[config.mk]
export PLATFORM = sky130hd
export DESIGN_NAME = adc_acq_ctrl
export DESIGN_NICKNAME = d
export VERILOG_FILES = /design/src/adc_seq_pkg.sv /design/src/adc_acq_ctrl.sv /design/src/tad_divider.sv
export SDC_FILE = /design/constraint.sdc
export NUM_CORES = 1
export LEC_CHECK = 0
export BUFFER_PORTS_ARGS = -buffer_cell sky130_fd_sc_hd__buf_4
export CAP_MARGIN = 15
export CELL_PAD_IN_SITES_DETAIL_PLACEMENT = 1
export CELL_PAD_IN_SITES_GLOBAL_PLACEMENT = 2
export CORE_ASPECT_RATIO = 1.1
export CORE_MARGIN = 8
export CORE_UTILIZATION = 38
export CTS_CLUSTER_SIZE = 25
export DETAILED_ROUTE_END_ITERATION = 16
export PLACE_DENSITY_LB_ADDON = 0.1
export SLEW_MARGIN = 10
export SYNTH_ARGS = -nofsm -noshare
export SYNTH_HDL_FRONTEND = slang
export SYNTH_HIERARCHICAL = 1
export SYNTH_SLANG_ARGS = --single-unit
[constraint.sdc]
create_clock -name core_clk -period 4.7 [get_ports core_clk]
set_clock_uncertainty 0.05 [all_clocks]
set_input_delay 0 -clock core_clk [delete_from_list [all_inputs] [get_ports core_clk]]
set_output_delay 0 -clock core_clk [all_outputs]
set_load 0.01 [all_outputs]
[src/adc_seq_pkg.sv]
// Shared constants, types and lookup functions for the converter sequencer.
// Assumes one core clock; all counts are in conversion-clock periods or core cycles.
package adc_seq_pkg;

    // ------------------------------------------------------------
    // Reset values and fixed counts
    // ------------------------------------------------------------
    localparam logic [2:0] ACQ_SEL_RESET = 3'h0;
    localparam logic [2:0] CLK_SEL_RESET = 3'h0;
    localparam logic [4:0] CONV_PERIODS = 5'h0B;
    localparam logic [2:0] ACQ_MANUAL = 3'h0;
    localparam int ACQ_FIELD_LSB = 3;
    localparam int ACQ_FIELD_MSB = 5;
    localparam int FLAG_BIT_POS = 6;

    // ------------------------------------------------------------
    // Acquisition lengths per nonzero code, rising monotonically
    // ------------------------------------------------------------
    localparam logic [4:0] ACQ_LEN_1 = 5'h02;
    localparam logic [4:0] ACQ_LEN_2 = 5'h04;
    localparam logic [4:0] ACQ_LEN_3 = 5'h06;
    localparam logic [4:0] ACQ_LEN_4 = 5'h08;
    localparam logic [4:0] ACQ_LEN_5 = 5'h0C;
    localparam logic [4:0] ACQ_LEN_6 = 5'h10;
    localparam logic [4:0] ACQ_LEN_7 = 5'h14;

    // ------------------------------------------------------------
    // Conversion clock select codes and core-clock divide ratios
    // ------------------------------------------------------------
    localparam logic [2:0] CSEL_DIV2 = 3'h0;
    localparam logic [2:0] CSEL_DIV4 = 3'h4;
    localparam logic [2:0] CSEL_DIV8 = 3'h1;
    localparam logic [2:0] CSEL_DIV16 = 3'h5;
    localparam logic [2:0] CSEL_DIV32 = 3'h2;
    localparam logic [2:0] CSEL_DIV64 = 3'h6;
    localparam logic [1:0] CSEL_RC_LOW = 2'h3;

    function automatic logic [4:0] acq_len(input logic [2:0] code);
        logic [4:0] len;
        len = 5'h00;
        case (code)
            3'h1: len = ACQ_LEN_1;
            3'h2: len = ACQ_LEN_2;
            3'h3: len = ACQ_LEN_3;
            3'h4: len = ACQ_LEN_4;
            3'h5: len = ACQ_LEN_5;
            3'h6: len = ACQ_LEN_6;
            3'h7: len = ACQ_LEN_7;
            default: len = 5'h00;
        endcase
        return len;
    endfunction

    // Returns the divide ratio minus one, so a counter compares against it directly.
    function automatic logic [5:0] div_last(input logic [2:0] code);
        logic [5:0] last;
        last = 6'h01;
        case (code)
            CSEL_DIV2: last = 6'h01;
            CSEL_DIV4: last = 6'h03;
            CSEL_DIV8: last = 6'h07;
            CSEL_DIV16: last = 6'h0F;
            CSEL_DIV32: last = 6'h1F;
            CSEL_DIV64: last = 6'h3F;
            default: last = 6'h01;
        endcase
        return last;
    endfunction

    // ------------------------------------------------------------
    // Types
    // ------------------------------------------------------------
    typedef enum logic [1:0] {ST_SAMPLE, ST_ACQ, ST_CONV} seq_state_e;

    typedef struct packed {
        logic [2:0] acq_sel;
        logic [2:0] clk_sel;
    } ctl_word_s;

    typedef struct packed {
        seq_state_e state;
        logic [4:0] cnt;
        logic start_done;
        logic flag;
        ctl_word_s ctl;
        logic conv_start;
        logic [2:0] rc_sync;
    } ctrl_s;

    typedef struct packed {
        logic [5:0] cnt;
    } div_s;

endpackage

[src/adc_acq_ctrl.sv]
// Acquisition and conversion-clock sequencer for a 10-bit successive-approximation converter.
// Assumes software drives the control strobes on core_clk and the RC clock is asynchronous.
//
// Operation
// - Three-bit acquisition field selects automatic acquisition of 2 to 20 bit periods.
// - Nonzero field: start keeps sampling for the period, then converts unaided.
// - Zero field: start stops sampling and begins conversion at once.
// - Acquisition field resets to zero, giving manual acquisition mode.
// - On completion clear start/done, set complete flag, resume sampling.
// - Besides the two select fields, only start/done and complete flag are visible to software.
// - Each conversion takes exactly 11 bit periods.
// - Clock select chooses oscillator divided 2 to 64, or the RC oscillator.
// - Complete flag stays set until software clears it.
`timescale 1ns/1ps
module adc_acq_ctrl
(
    input wire logic core_clk,
    input wire logic rstn,
    input wire logic ctl_wr,
    input wire adc_seq_pkg::ctl_word_s ctl_wdata,
    input wire logic start_set,
    input wire logic flag_clear,
    input wire logic rc_osc,
    output logic [2:0] acq_time_select,
    output logic [2:0] conv_clock_select,
    output logic start_done,
    output logic conv_complete_flag,
    output logic sampling,
    output logic conv_start,
    output logic bit_strobe
);

    adc_seq_pkg::ctrl_s st_reg;
    adc_seq_pkg::ctrl_s st_next;
    logic tick;
    logic rc_rise;
    logic restart;
    logic take_start;
    logic conv_end;

    // ------------------------------------------------------------
    // Conversion clock
    // ------------------------------------------------------------
    // The RC clock edge is taken from the second and third sync stages only.
    assign rc_rise = st_reg.rc_sync[1] && !st_reg.rc_sync[2];
    assign take_start = (st_reg.state == adc_seq_pkg::ST_SAMPLE) && start_set;
    assign restart = take_start;

    tad_divider u_div
    (
        .core_clk(core_clk),
        .rstn(rstn),
        .clk_sel(st_reg.ctl.clk_sel),
        .restart(restart),
        .rc_rise(rc_rise),
        .tick(tick)
    );

    assign conv_end = (st_reg.state == adc_seq_pkg::ST_CONV) && tick && (st_reg.cnt == 5'h01);

    // ------------------------------------------------------------
    // Outputs
    // ------------------------------------------------------------
    // Acquisition versus conversion is not reported to software, only to the core.
    assign start_done = st_reg.start_done;
    assign conv_complete_flag = st_reg.flag;
    assign acq_time_select = st_reg.ctl.acq_sel;
    assign conv_clock_select = st_reg.ctl.clk_sel;
    assign sampling = (st_reg.state != adc_seq_pkg::ST_CONV);
    assign conv_start = st_reg.conv_start;
    assign bit_strobe = (st_reg.state == adc_seq_pkg::ST_CONV) && tick;

    // ------------------------------------------------------------
    // Sequencer
    // ------------------------------------------------------------
    // Acquisition length is latched at start, but a clock-select rewrite mid-sequence changes the bit period at once.
    always_comb
    begin
        st_next = st_reg;
        st_next.conv_start = 1'b0;
        st_next.rc_sync = {st_reg.rc_sync[1:0], rc_osc};
        if (ctl_wr)
        begin
            st_next.ctl = ctl_wdata;
        end
        unique case (st_reg.state)
            adc_seq_pkg::ST_SAMPLE:
            begin
                if (start_set)
                begin
                    st_next.start_done = 1'b1;
                    if (st_reg.ctl.acq_sel == adc_seq_pkg::ACQ_MANUAL)
                    begin
                        st_next.state = adc_seq_pkg::ST_CONV;
                        st_next.cnt = adc_seq_pkg::CONV_PERIODS;
                        st_next.conv_start = 1'b1;
                    end
                    else
                    begin
                        st_next.state = adc_seq_pkg::ST_ACQ;
                        st_next.cnt = adc_seq_pkg::acq_len(st_reg.ctl.acq_sel);
                    end
                end
            end
            adc_seq_pkg::ST_ACQ:
            begin
                // A further start here is simply not looked at.
                if (tick)
                begin
                    if (st_reg.cnt == 5'h01)
                    begin
                        st_next.state = adc_seq_pkg::ST_CONV;
                        st_next.cnt = adc_seq_pkg::CONV_PERIODS;
                        st_next.conv_start = 1'b1;
                    end
                    else
                    begin
                        st_next.cnt = st_reg.cnt - 5'h01;
                    end
                end
            end
            adc_seq_pkg::ST_CONV:
            begin
                if (tick)
                begin
                    if (st_reg.cnt == 5'h01)
                    begin
                        st_next.state = adc_seq_pkg::ST_SAMPLE;
                        st_next.start_done = 1'b0;
                        st_next.cnt = 5'h00;
                    end
                    else
                    begin
                        st_next.cnt = st_reg.cnt - 5'h01;
                    end
                end
            end
            default:
            begin
                st_next.state = adc_seq_pkg::ST_SAMPLE;
            end
        endcase
        // Completion beats a clear in the same cycle so no event is lost.
        if (conv_end)
        begin
            st_next.flag = 1'b1;
        end
        else if (flag_clear)
        begin
            st_next.flag = 1'b0;
        end
    end

    always_ff @(posedge core_clk or negedge rstn)
    begin
        if (!rstn)
        begin
            st_reg.state <= adc_seq_pkg::ST_SAMPLE;
            st_reg.cnt <= 5'h00;
            st_reg.start_done <= 1'b0;
            st_reg.flag <= 1'b0;
            st_reg.ctl.acq_sel <= adc_seq_pkg::ACQ_SEL_RESET;
            st_reg.ctl.clk_sel <= adc_seq_pkg::CLK_SEL_RESET;
            st_reg.conv_start <= 1'b0;
            st_reg.rc_sync <= 3'h0;
        end
        else
        begin
            st_reg <= st_next;
        end
    end

    // ------------------------------------------------------------
    // Checks
    // ------------------------------------------------------------
    // Period counters seen only by the checks below.
    logic [4:0] conv_ticks;
    logic [4:0] acq_ticks;
    logic [4:0] acq_expect;

    always_ff @(posedge core_clk or negedge rstn)
    begin
        if (!rstn)
        begin
            conv_ticks <= 5'h00;
            acq_ticks <= 5'h00;
            acq_expect <= 5'h00;
        end
        else
        begin
            if (st_reg.state != adc_seq_pkg::ST_CONV)
            begin
                conv_ticks <= 5'h00;
            end
            else if (tick)
            begin
                conv_ticks <= conv_ticks + 5'h01;
            end
            if (take_start)
            begin
                acq_expect <= adc_seq_pkg::acq_len(st_reg.ctl.acq_sel);
                acq_ticks <= 5'h00;
            end
            else if (st_reg.state == adc_seq_pkg::ST_ACQ && tick)
            begin
                acq_ticks <= acq_ticks + 5'h01;
            end
        end
    end

    field_write_a: assert property (@(posedge core_clk) disable iff (!rstn)
        $changed(acq_time_select) |-> $past(ctl_wr))
        else $error("Acquisition field changed without a control write.");

    manual_start_a: assert property (@(posedge core_clk) disable iff (!rstn)
        (take_start && acq_time_select == 3'h0) |=> (!sampling && conv_start && start_done))
        else $error("Manual start did not begin conversion at once.");

    auto_start_a: assert property (@(posedge core_clk) disable iff (!rstn)
        (take_start && acq_time_select != 3'h0) |=> (sampling && start_done && !conv_start))
        else $error("Programmed start did not keep sampling.");

    acq_length_a: assert property (@(posedge core_clk) disable iff (!rstn)
        (st_reg.state == adc_seq_pkg::ST_ACQ && $past(st_reg.state) == adc_seq_pkg::ST_ACQ
            && st_next.state == adc_seq_pkg::ST_CONV) |-> (acq_ticks + 5'h01 == acq_expect))
        else $error("Acquisition period length wrong.");

    conv_length_a: assert property (@(posedge core_clk) disable iff (!rstn)
        conv_end |-> (conv_ticks == 5'h0A))
        else $error("Conversion did not take eleven bit periods.");

    done_effect_a: assert property (@(posedge core_clk) disable iff (!rstn)
        conv_end |=> (!start_done && conv_complete_flag && sampling))
        else $error("Completion effects missing.");

    flag_hold_a: assert property (@(posedge core_clk) disable iff (!rstn)
        (conv_complete_flag && !flag_clear) |=> conv_complete_flag)
        else $error("Complete flag dropped without a clear.");

    busy_ignore_a: assert property (@(posedge core_clk) disable iff (!rstn)
        (st_reg.state == adc_seq_pkg::ST_ACQ && start_set && !tick)
            |=> (st_reg.cnt == $past(st_reg.cnt) && st_reg.state == adc_seq_pkg::ST_ACQ))
        else $error("Start during a sequence disturbed it.");

endmodule

[src/tad_divider.sv]
// Conversion-clock period generator: one tick per bit period.
// Assumes rc_rise is already synchronised to core_clk and is one cycle wide.
`timescale 1ns/1ps
module tad_divider
(
    input wire logic core_clk,
    input wire logic rstn,
    input wire logic [2:0] clk_sel,
    input wire logic restart,
    input wire logic rc_rise,
    output logic tick
);

    adc_seq_pkg::div_s st_reg;
    adc_seq_pkg::div_s st_next;
    logic rc_mode;
    logic [5:0] last;

    // ------------------------------------------------------------
    // Ratio decode and tick
    // ------------------------------------------------------------
    // Codes with both low bits set pick the RC oscillator; the high bit is ignored there.
    assign rc_mode = (clk_sel[1:0] == adc_seq_pkg::CSEL_RC_LOW);
    assign last = adc_seq_pkg::div_last(clk_sel);
    // A restart holds the tick off; for divided clocks it also realigns the counter so the first period after it is a full one.
    assign tick = !restart && (rc_mode ? rc_rise : (st_reg.cnt == last));

    // Counter wraps at the selected ratio; a restart realigns the period boundary.
    always_comb
    begin
        st_next = st_reg;
        if (restart || rc_mode || st_reg.cnt >= last)
        begin
            st_next.cnt = 6'h00;
        end
        else
        begin
            st_next.cnt = st_reg.cnt + 6'h01;
        end
    end

    always_ff @(posedge core_clk or negedge rstn)
    begin
        if (!rstn)
        begin
            st_reg <= '0;
        end
        else
        begin
            st_reg <= st_next;
        end
    end

endmodule

==> results of run 1 <==
==> worst register-to-register path, stage by stage (launching register included) <==
cell	delay (ns)
sky130_fd_sc_hd__dfrtp_1	0.44
sky130_fd_sc_hd__inv_1	0.09
sky130_fd_sc_hd__ha_1	0.31
sky130_fd_sc_hd__inv_1	0.05
sky130_fd_sc_hd__ha_1	0.26
sky130_fd_sc_hd__nand4_1	0.15
sky130_fd_sc_hd__or3_1	0.37
sky130_fd_sc_hd__a21oi_1	0.33
sky130_fd_sc_hd__o21ai_1	0.18
sky130_fd_sc_hd__a21oi_4	0.30
sky130_fd_sc_hd__o21ai_1	0.11
sky130_fd_sc_hd__a22o_1	0.25
==> logic make-up (layout without fill, tap and decap cells) <==
logic type      count (synthesis)  in the layout  share of synthesized area (%)
buf+inv                        22             57                           6.78
mux                             7              7                           5.00
fa+ha+maj                      16             16                           12.9
simple gates                   38             38                           13.7
compound gates                 41             41                           19.5
xor+xnor                        3              3                           1.70
flops                          25             25                           40.4
==> layer usage <==
| layer | global-route usage, % | wire length (um) | vias up |
|---|---|---|---|
| met5 | 0 | 0 | - |
| li1 | - | - | 601 |
| met4 | 4.73 | 59 | 0 |
| met1 | 14.3 | 1500 | 616 |
| met3 | 2.05 | 81 | 5 |
| met2 | 23.4 | 2140 | 8 |
==> repair_timing <==
action | 4_1_cts | 5_1_grt
buffers inserted | 0 | 0
endpoints found under the hold margin | 33 | 0
hold buffers | 16 | 0
==> worst max-delay path by stage <==
stage	from	to	slack, ns	cells after the start
2_1_floorplan	conv_clock_select[0]$_DFFE_PN0P_	st_reg[14]$_DFFE_PN0P_	2.03	11
3_3_place_gp	conv_clock_select[0]$_DFFE_PN0P_	st_reg[14]$_DFFE_PN0P_	1.85	11
3_5_place_dp	conv_clock_select[1]$_DFFE_PN0P_	st_reg[16]$_DFFE_PN0P_	1.67	11
4_1_cts	conv_clock_select[1]$_DFFE_PN0P_	st_reg[16]$_DFFE_PN0P_	1.67	11
5_1_grt	conv_clock_select[1]$_DFFE_PN0P_	st_reg[16]$_DFFE_PN0P_	1.42	11
6_report	conv_clock_select[1]$_DFFE_PN0P_	st_reg[16]$_DFFE_PN0P_	1.70	11
==> through the flow <==
step	setup WS, ns	total power [mW]	cells	area [um2]
6_report	1.70	0.895	239	1940
5_1_grt	1.42	0.980	239	1940
4_1_cts	1.67	0.910	239	1940
3_5_place_dp	1.67	0.765	219	1730
3_3_place_gp	1.85	0.739	219	1730
2_1_floorplan	2.03	0.641	152	1550
==> report_power, final <==
group	total, mW	leakage, nW	switching (mW)	internal (mW)
registers	0.324	0.310	0.0601	0.264
logic	0.442	0.557	0.237	0.205
clock network	0.129	0.0255	0.0695	0.0594
==> cells in the final DEF, fill, tap and decap left out, types with 2 or more instances in the layout <==
| cell | instances |
|---|---|
| sky130_fd_sc_hd__a211oi_1 | 2 |
| sky130_fd_sc_hd__buf_4 | 22 |
| sky130_fd_sc_hd__o21ai_1 | 8 |
| sky130_fd_sc_hd__or3_1 | 3 |
| sky130_fd_sc_hd__nor2_1 | 6 |
| sky130_fd_sc_hd__a21oi_1 | 9 |
| sky130_fd_sc_hd__o22a_1 | 2 |
| sky130_fd_sc_hd__inv_1 | 15 |
| sky130_fd_sc_hd__clkbuf_8 | 3 |
| sky130_fd_sc_hd__dlygate4sd3_1 | 16 |
| sky130_fd_sc_hd__o21ai_0 | 4 |
| sky130_fd_sc_hd__nor2b_1 | 4 |
| sky130_fd_sc_hd__ha_1 | 16 |
| sky130_fd_sc_hd__nand3_1 | 5 |
| sky130_fd_sc_hd__mux2_2 | 6 |
| sky130_fd_sc_hd__nand2_1 | 11 |
| sky130_fd_sc_hd__a22o_1 | 3 |
| sky130_fd_sc_hd__xor2_1 | 2 |
| sky130_fd_sc_hd__dfrtp_1 | 25 |
| sky130_fd_sc_hd__nand2b_1 | 2 |
==> layout make-up <==
class                   instances  area share, %
flip-flops and latches         25           32.3
multi-input cells             105           42.3
clock inverters                 1          0.258
clock buffers                   3           2.13
repair buffers                 38           16.8
inverters                      15           2.91
well taps                      52           3.36
==> impl_results.rst, run 1 <==
.. list-table::
   :header-rows: 1

   * - Metric
     - Value
   * - Outcome
     - complete, no violations
   * - Layout area overhead
     - 25.0%
   * - Drc violations
     - 0
   * - Crit path max fanout
     - 10
   * - Post-DR vias/cell
     - 5.15
   * - Clock sinks
     - 25
   * - Count of flip-flops with a built-in enable after synthesis
     - 0
   * - Transition time of the tightest slew-check pin
     - 0.414 ns
   * - Number of gates given a new drive strength after cts
     - 0
   * - Hold violation count in the final report
     - 0
   * - Fin nets
     - 216
   * - Share of post-route cells with drive strength above 1
     - 20.3%
   * - Residual overflow from global routing
     - 0
   * - Cell area after technology mapping
     - 1550 um2
   * - Row count
     - 24
   * - Minimum clock period after layout
     - 3.00 ns
   * - Setup total negative slack
     - 0 ns
   * - Reg-to-reg slack, setup
     - 1.70 ns
   * - Post-synth cell types
     - 41
   * - Post-DP HPWL
     - 2860 um
   * - Final Routed Wirelength
     - 3780 um
   * - Worst slew margin relative to its limit
     - 72.3%
   * - Setup repair after global routing missed its margin
     - no
   * - Maximum capacitance violations
     - 0
   * - Maximum count of clock buffers along a single path
     - 2
   * - Pins over their slew limit
     - 0
   * - Top cell type's share of synthesized area
     - 40.4%
   * - All-layer global routing usage
     - 12.8%
   * - Leading cell type by number of instances after synthesis
     - sky130_fd_sc_hd__dfrtp_1
   * - Maximum operating frequency
     - 0.333 GHz
   * - Cell count of the worst hold path
     - 3
   * - Tightest Hold Check Type
     - input pin to register
   * - Antenna diode instance count
     - 0
   * - Register area
     - 626 um2
   * - DIE AREA
     - 6380 um2
   * - Synth area leader
     - sky130_fd_sc_hd__dfrtp_1
   * - List of most frequent post-synthesis cells
     - sky130_fd_sc_hd__dfrtp_1, sky130_fd_sc_hd__ha_1, sky130_fd_sc_hd__inv_1
   * - Total via count after detailed routing
     - 1230
   * - Starting Density
     - 39.4%
   * - Worst reg2reg path endpoint
     - st_reg[16]$_DFFE_PN0P_
   * - Series of cell instances along the critical path
     - inv_1 > ha_1 > inv_1 > ha_1 > nand4_1 > or3_1 > a21oi_1 > o21ai_1 > a21oi_4 > o21ai_1 > a22o_1
   * - Buffer and inverter count on the worst path
     - 2
   * - Max rail drop VDD
     - 0.000213 V
   * - Chip Width
     - 76.9 um
   * - Total clock buffers created by CTS
     - 3
   * - I/O Buffers
     - 22
   * - Power density of the placed cells
     - 462 nW/um2
   * - CTS tree
     - done
   * - Final Wtd Congestion
     - 0.775
   * - Hold path startpoint
     - start_set
   * - Flip-flop count of the largest register, all copies and words added
     - 8
   * - Seq cells post-synth
     - 25
   * - Required time reported for the critical path endpoint
     - 4.82 ns
   * - Cell count of the worst reg-to-reg path
     - 11
   * - Most area-consuming cells after synthesis
     - sky130_fd_sc_hd__dfrtp_1, sky130_fd_sc_hd__ha_1, sky130_fd_sc_hd__mux2_2
   * - Endpoint type of the worst setup path
     - register
   * - Pin count of the biggest net entering global routing
     - 26
   * - Max stage delay cell, worst path
     - sky130_fd_sc_hd__dfrtp_1
   * - Reg2Reg Launch Point
     - conv_clock_select[1]$_DFFE_PN0P_
   * - Wire length per cell after detailed routing
     - 15.8 um
   * - Clock input transition at the sequential cells of the worst setup and hold paths
     - 0.09 ns
   * - CTS root buf
     - sky130_fd_sc_hd__clkbuf_8
   * - Drt first-iter violations
     - 19
   * - Clk_lat worst skew
     - 0.27 ns
   * - Endpoint of the worst hold path
     - conv_start$_DFF_PN0_
   * - Post-synthesis net count
     - 180
   * - Syn_area_per_cell
     - 10.2 um2
   * - First-pass GRT wire length
     - 6700 um
   * - Number of antenna violations at the first check in global routing
     - 0
   * - Max stage delay on crit path
     - 0.44 ns
   * - Synth async-reset ratio
     - 100%
   * - Drt first pass iters
     - 4
   * - Combined area of the multi-input logic cells
     - 820 um2
   * - Critical path launch point type
     - register
   * - Finished Core Util
     - 49.3%
   * - Cell family with most CP delay
     - compound AO/OA/AOI/OAI gates
   * - Depth of the CTS H-tree
     - 1
   * - Placeable core area
     - 3930 um2
   * - Sequential cell area fraction in the yosys report
     - 40.4%
   * - Post-Route Hold Slack
     - 0.0290 ns
   * - Post-route clock period utilization
     - 63.8%
   * - Number of top-level design ports
     - 23
   * - Arrival time of the worst setup path
     - 3.12 ns
   * - Fill cells
     - 464
   * - Vias in the first global route
     - 1386
   * - Cells after synthesis
     - 152
   * - Static leakage power
     - 0.892 nW
   * - Remaining antenna violation count
     - 0
   * - Final-report setup violation count
     - 0
   * - Ys flop type
     - sky130_fd_sc_hd__dfrtp_1
   * - Die H
     - 83.0 um
   * - Number of warnings issued by yosys
     - 6
   * - Classification of the worst setup path
     - register to register
Power figures use the tool's default switching activity.
==> run 2, diff against run 1 <==
- CORE_UTILIZATION: 38 -> 32
- clock period: 4.7 -> 2.64 ns (I/O delays scaled with it)
==> run 2 against run 1 <==
Register-to-register slack worse by 1.6 ns. Critical path type unchanged. Worst hold slack better by 0.083 ns. Global-route usage down 1.5 points. Power up 89%.
==> impl_results.rst, run 2 (synthesis gave the netlist of run 1 again) <==
.. list-table::
   :header-rows: 1

   * - Metric
     - Value
   * - Share of post-route cells with drive strength above 1
     - 29.4% (was 20.3%)
   * - Required time reported for the critical path endpoint
     - 2.77 ns (was 4.82 ns)
   * - Die H
     - 89 um (was 83.0 um)
   * - Post-Route Hold Slack
     - 0.111 ns (was 0.0290 ns)
   * - Classification of the worst setup path
     - register to register (unchanged)
   * - Crit. Startpoint
     - conv_clock_select[1]$_DFFE_PN0P_ (unchanged)
   * - Flip-flop count of the largest register, all copies and words added
     - 8 (unchanged)
   * - DIE AREA
     - 7330 um2 (was 6380 um2)
   * - Tightest Hold Check Type
     - input pin to asynchronous set/reset pin (was input pin to register)
   * - Portion of total power attributed to combinational logic
     - 52.1% (was 49.4%)
   * - Final Wtd Congestion
     - 0.710 (was 0.775)
   * - Reg2Reg Launch Point
     - conv_clock_select[1]$_DFFE_PN0P_ (unchanged)
   * - Pins over their slew limit
     - 0 (unchanged)
   * - Post-DR vias/cell
     - 4.99 (was 5.15)
   * - Number of top-level design ports
     - 23 (unchanged)
   * - Post-DP HPWL
     - 2730 um (was 2860 um)
   * - Fill cells
     - 542 (was 464)
   * - Minimum clock period after layout
     - 2.51 ns (was 3.00 ns)
   * - Remaining antenna violation count
     - 0 (unchanged)
   * - Maximum operating frequency
     - 0.399 GHz (was 0.333 GHz)
   * - Clk_lat worst skew
     - 0.28 ns (was 0.27 ns)
   * - Placeable core area
     - 4650 um2 (was 3930 um2)
   * - Clock sinks
     - 25 (unchanged)
   * - Drt first pass iters
     - 3 (was 4)
   * - Internal
     - 1.00 mW (was 0.529 mW)
   * - Setup WS pre-CTS
     - -0.0212 ns (was 1.67 ns)
   * - Wire length per cell after detailed routing
     - 14.9 um (was 15.8 um)
   * - Maximum count of clock buffers along a single path
     - 2 (unchanged)
   * - Final Routed Wirelength
     - 3780 um (about the same)
   * - Most common cell after layout, fill and taps aside
     - sky130_fd_sc_hd__buf_4 (was sky130_fd_sc_hd__dfrtp_1)
   * - Post-route clock period utilization
     - 95.0% (was 63.8%)
   * - CTS tree
     - done (unchanged)
   * - Chip Width
     - 82.4 um (was 76.9 um)
   * - Starting Density
     - 33.3% (was 39.4%)
   * - Max rail drop VDD
     - 0.000303 V (was 0.000213 V)
   * - Worst-case setup margin in the final layout
     - 0.132 ns (was 1.70 ns)
   * - Clock input transition at the sequential cells of the worst setup and hold paths
     - 0.10 ns (was 0.09 ns)
   * - I/O Buffers
     - 22 (unchanged)
   * - Worst slew margin relative to its limit
     - 66.5% (was 72.3%)
   * - Sw frac
     - 40.7% (was 40.9%)
   * - Max stage delay on crit path
     - 0.44 ns (about the same)
   * - Fin nets
     - 226 (was 216)
   * - Drc violations
     - 0 (unchanged)
   * - Antenna diode instance count
     - 0 (unchanged)
   * - Arrival time of the worst setup path
     - 2.63 ns (was 3.12 ns)
   * - Pin count of the biggest net entering global routing
     - 26 (unchanged)
   * - First-pass GRT wire length
     - 6480 um (was 6700 um)
   * - Critical path's most frequent cell
     - sky130_fd_sc_hd__a21oi_4
   * - Endpoint type of the worst setup path
     - register (unchanged)
   * - Hold violation count in the final report
     - 0 (unchanged)
   * - Static leakage power
     - 0.939 nW (was 0.892 nW)
   * - Total clock buffers created by CTS
     - 3 (unchanged)
   * - Series of cell instances along the critical path
     - inv_2 > ha_4 > a21oi_1 > ha_1 > nand2_1 > or3_4 > a21oi_4 > o21ai_4 > a21oi_4 > o21ai_1 > a22o_1 (was inv_1 > ha_1 > inv_1 > ha_1 > nand4_1 > or3_1 > a21oi_1 > o21ai_1 > a21oi_4 > o21ai_1 > a22o_1)
   * - Vias in the first global route
     - 1385 (was 1386)
   * - Maximum capacitance violations
     - 0 (unchanged)
   * - Number of antenna violations at the first check in global routing
     - 0 (unchanged)
   * - All-layer global routing usage
     - 11.2% (was 12.8%)
   * - Layout area overhead
     - 35.2% (was 25.0%)
   * - CTS root buf
     - sky130_fd_sc_hd__clkbuf_8 (unchanged)
   * - Depth of the CTS H-tree
     - 1 (unchanged)
   * - Net load switching power
     - 0.689 mW (was 0.366 mW)
   * - Transition time of the tightest slew-check pin
     - 0.502 ns (was 0.414 ns)
   * - Total via count after detailed routing
     - 1262 (was 1230)
   * - Max stage delay cell, worst path
     - sky130_fd_sc_hd__dfrtp_2 (was sky130_fd_sc_hd__dfrtp_1)
   * - Sequential cell fraction of total power
     - 34.0% (was 36.2%)
   * - Power density of the placed cells
     - 807 nW/um2 (was 462 nW/um2)
   * - Crit path max fanout
     - 5 (was 10)
   * - Outcome
     - complete, no violations (unchanged)
   * - Drt first-iter violations
     - 29 (was 19)
   * - Commonest cells after routing, fill and taps aside
     - sky130_fd_sc_hd__buf_4, sky130_fd_sc_hd__dfrtp_1, sky130_fd_sc_hd__dlygate4sd3_1 (was sky130_fd_sc_hd__dfrtp_1, sky130_fd_sc_hd__buf_4, sky130_fd_sc_hd__ha_1, sky130_fd_sc_hd__dlygate4sd3_1, sky130_fd_sc_hd__inv_1)
   * - Residual overflow from global routing
     - 0 (unchanged)
   * - Row count
     - 26 (was 24)
   * - Critical path launch point type
     - register (unchanged)
   * - Power share of the clock group
     - 13.9% (was 14.4%)
   * - Final-report setup violation count
     - 0 (unchanged)
run 2: per-layer routing:
| layer | up-vias | wire length, um | GRT usage, % |
|---|---|---|---|
| li1 | 620 | - | - |
| met1 | 622 | 1560 | 12.5 |
| met2 | 14 | 2070 | 21.0 |
| met3 | 6 | 96 | 1.61 |
| met4 | 0 | 51 | 3.83 |
| met5 | - | 0 | 0 |
run 2: metrics by stage:
step           instance area, um2  setup TNS (ns)  instances  util [%]  power [mW]
6_report                     2100               0        253      45.1        1.69
3_5_place_dp                 1780         -0.0368        228      38.2        1.37
2_1_floorplan                1550               0        152         -        1.14
5_1_grt                      2100        -0.00279        253      45.1        1.84
3_3_place_gp                 1780               0        228      38.2        1.35
4_1_cts                      2020               0        252      43.4        1.68
run 2: worst max-delay path, delay by kind of cell (launching register included):
| family | cells | cell delay (ns) |
|---|---|---|
| fa+ha+maj | 2 | 0.57 |
| compound gates | 6 | 0.84 |
| flops | 1 | 0.44 |
| simple gates | 2 | 0.43 |
| buf+inv | 1 | 0.07 |
run 2: repair_timing:
item,CTS,global route
resized for setup,0,13
endpoints found under the hold margin,34,0
setup endpoints to repair,4,7
hold buffers,17,0
pin swaps,1,3
cloned,1,0
setup buffers,2,1
run 2: cell type report:
type	count	area (um2)	share of cell area, %
Clock inverter	1	5.00	0.239
Timing Repair Buffer	47	395	18.9
Multi-Input combinational cell	106	901	43.0
Inverter	15	56.3	2.69
Tap cell	56	70.1	3.34
Clock buffer	3	41.3	1.97
Sequential cell	25	627	29.9
run 2: final timing paths:
| kind | endpoint | slack [ns] | depth (start not counted) |
|---|---|---|---|
| min in group core_clk | st_next[2]$_DFF_PN0_ | 0.31 | 0 |
| max in group asynchronous | conv_clock_select[1]$_DFFE_PN0P_ | 2.16 | 2 |
| setup reg to reg | st_reg[14]$_DFFE_PN0P_ | 0.13 | 11 |
| hold / removal | st_reg[15]$_DFFE_PN0P_ | 0.11 | 2 |
| hold reg to reg | st_next[2]$_DFF_PN0_ | 0.31 | 0 |
| setup / recovery | st_reg[14]$_DFFE_PN0P_ | 0.13 | 11 |
run 2: power by group through the flow:
| stage | clock (mW) | combinational [mW] | sequential, mW |
|---|---|---|---|
| 2_1_floorplan | 0 | 0.586 | 0.557 |
| 3_3_place_gp | 0 | 0.774 | 0.578 |
| 3_5_place_dp | 0 | 0.787 | 0.584 |
| 4_1_cts | 0.247 | 0.861 | 0.575 |
| 5_1_grt | 0.258 | 0.993 | 0.594 |
| 6_report | 0.236 | 0.881 | 0.575 |
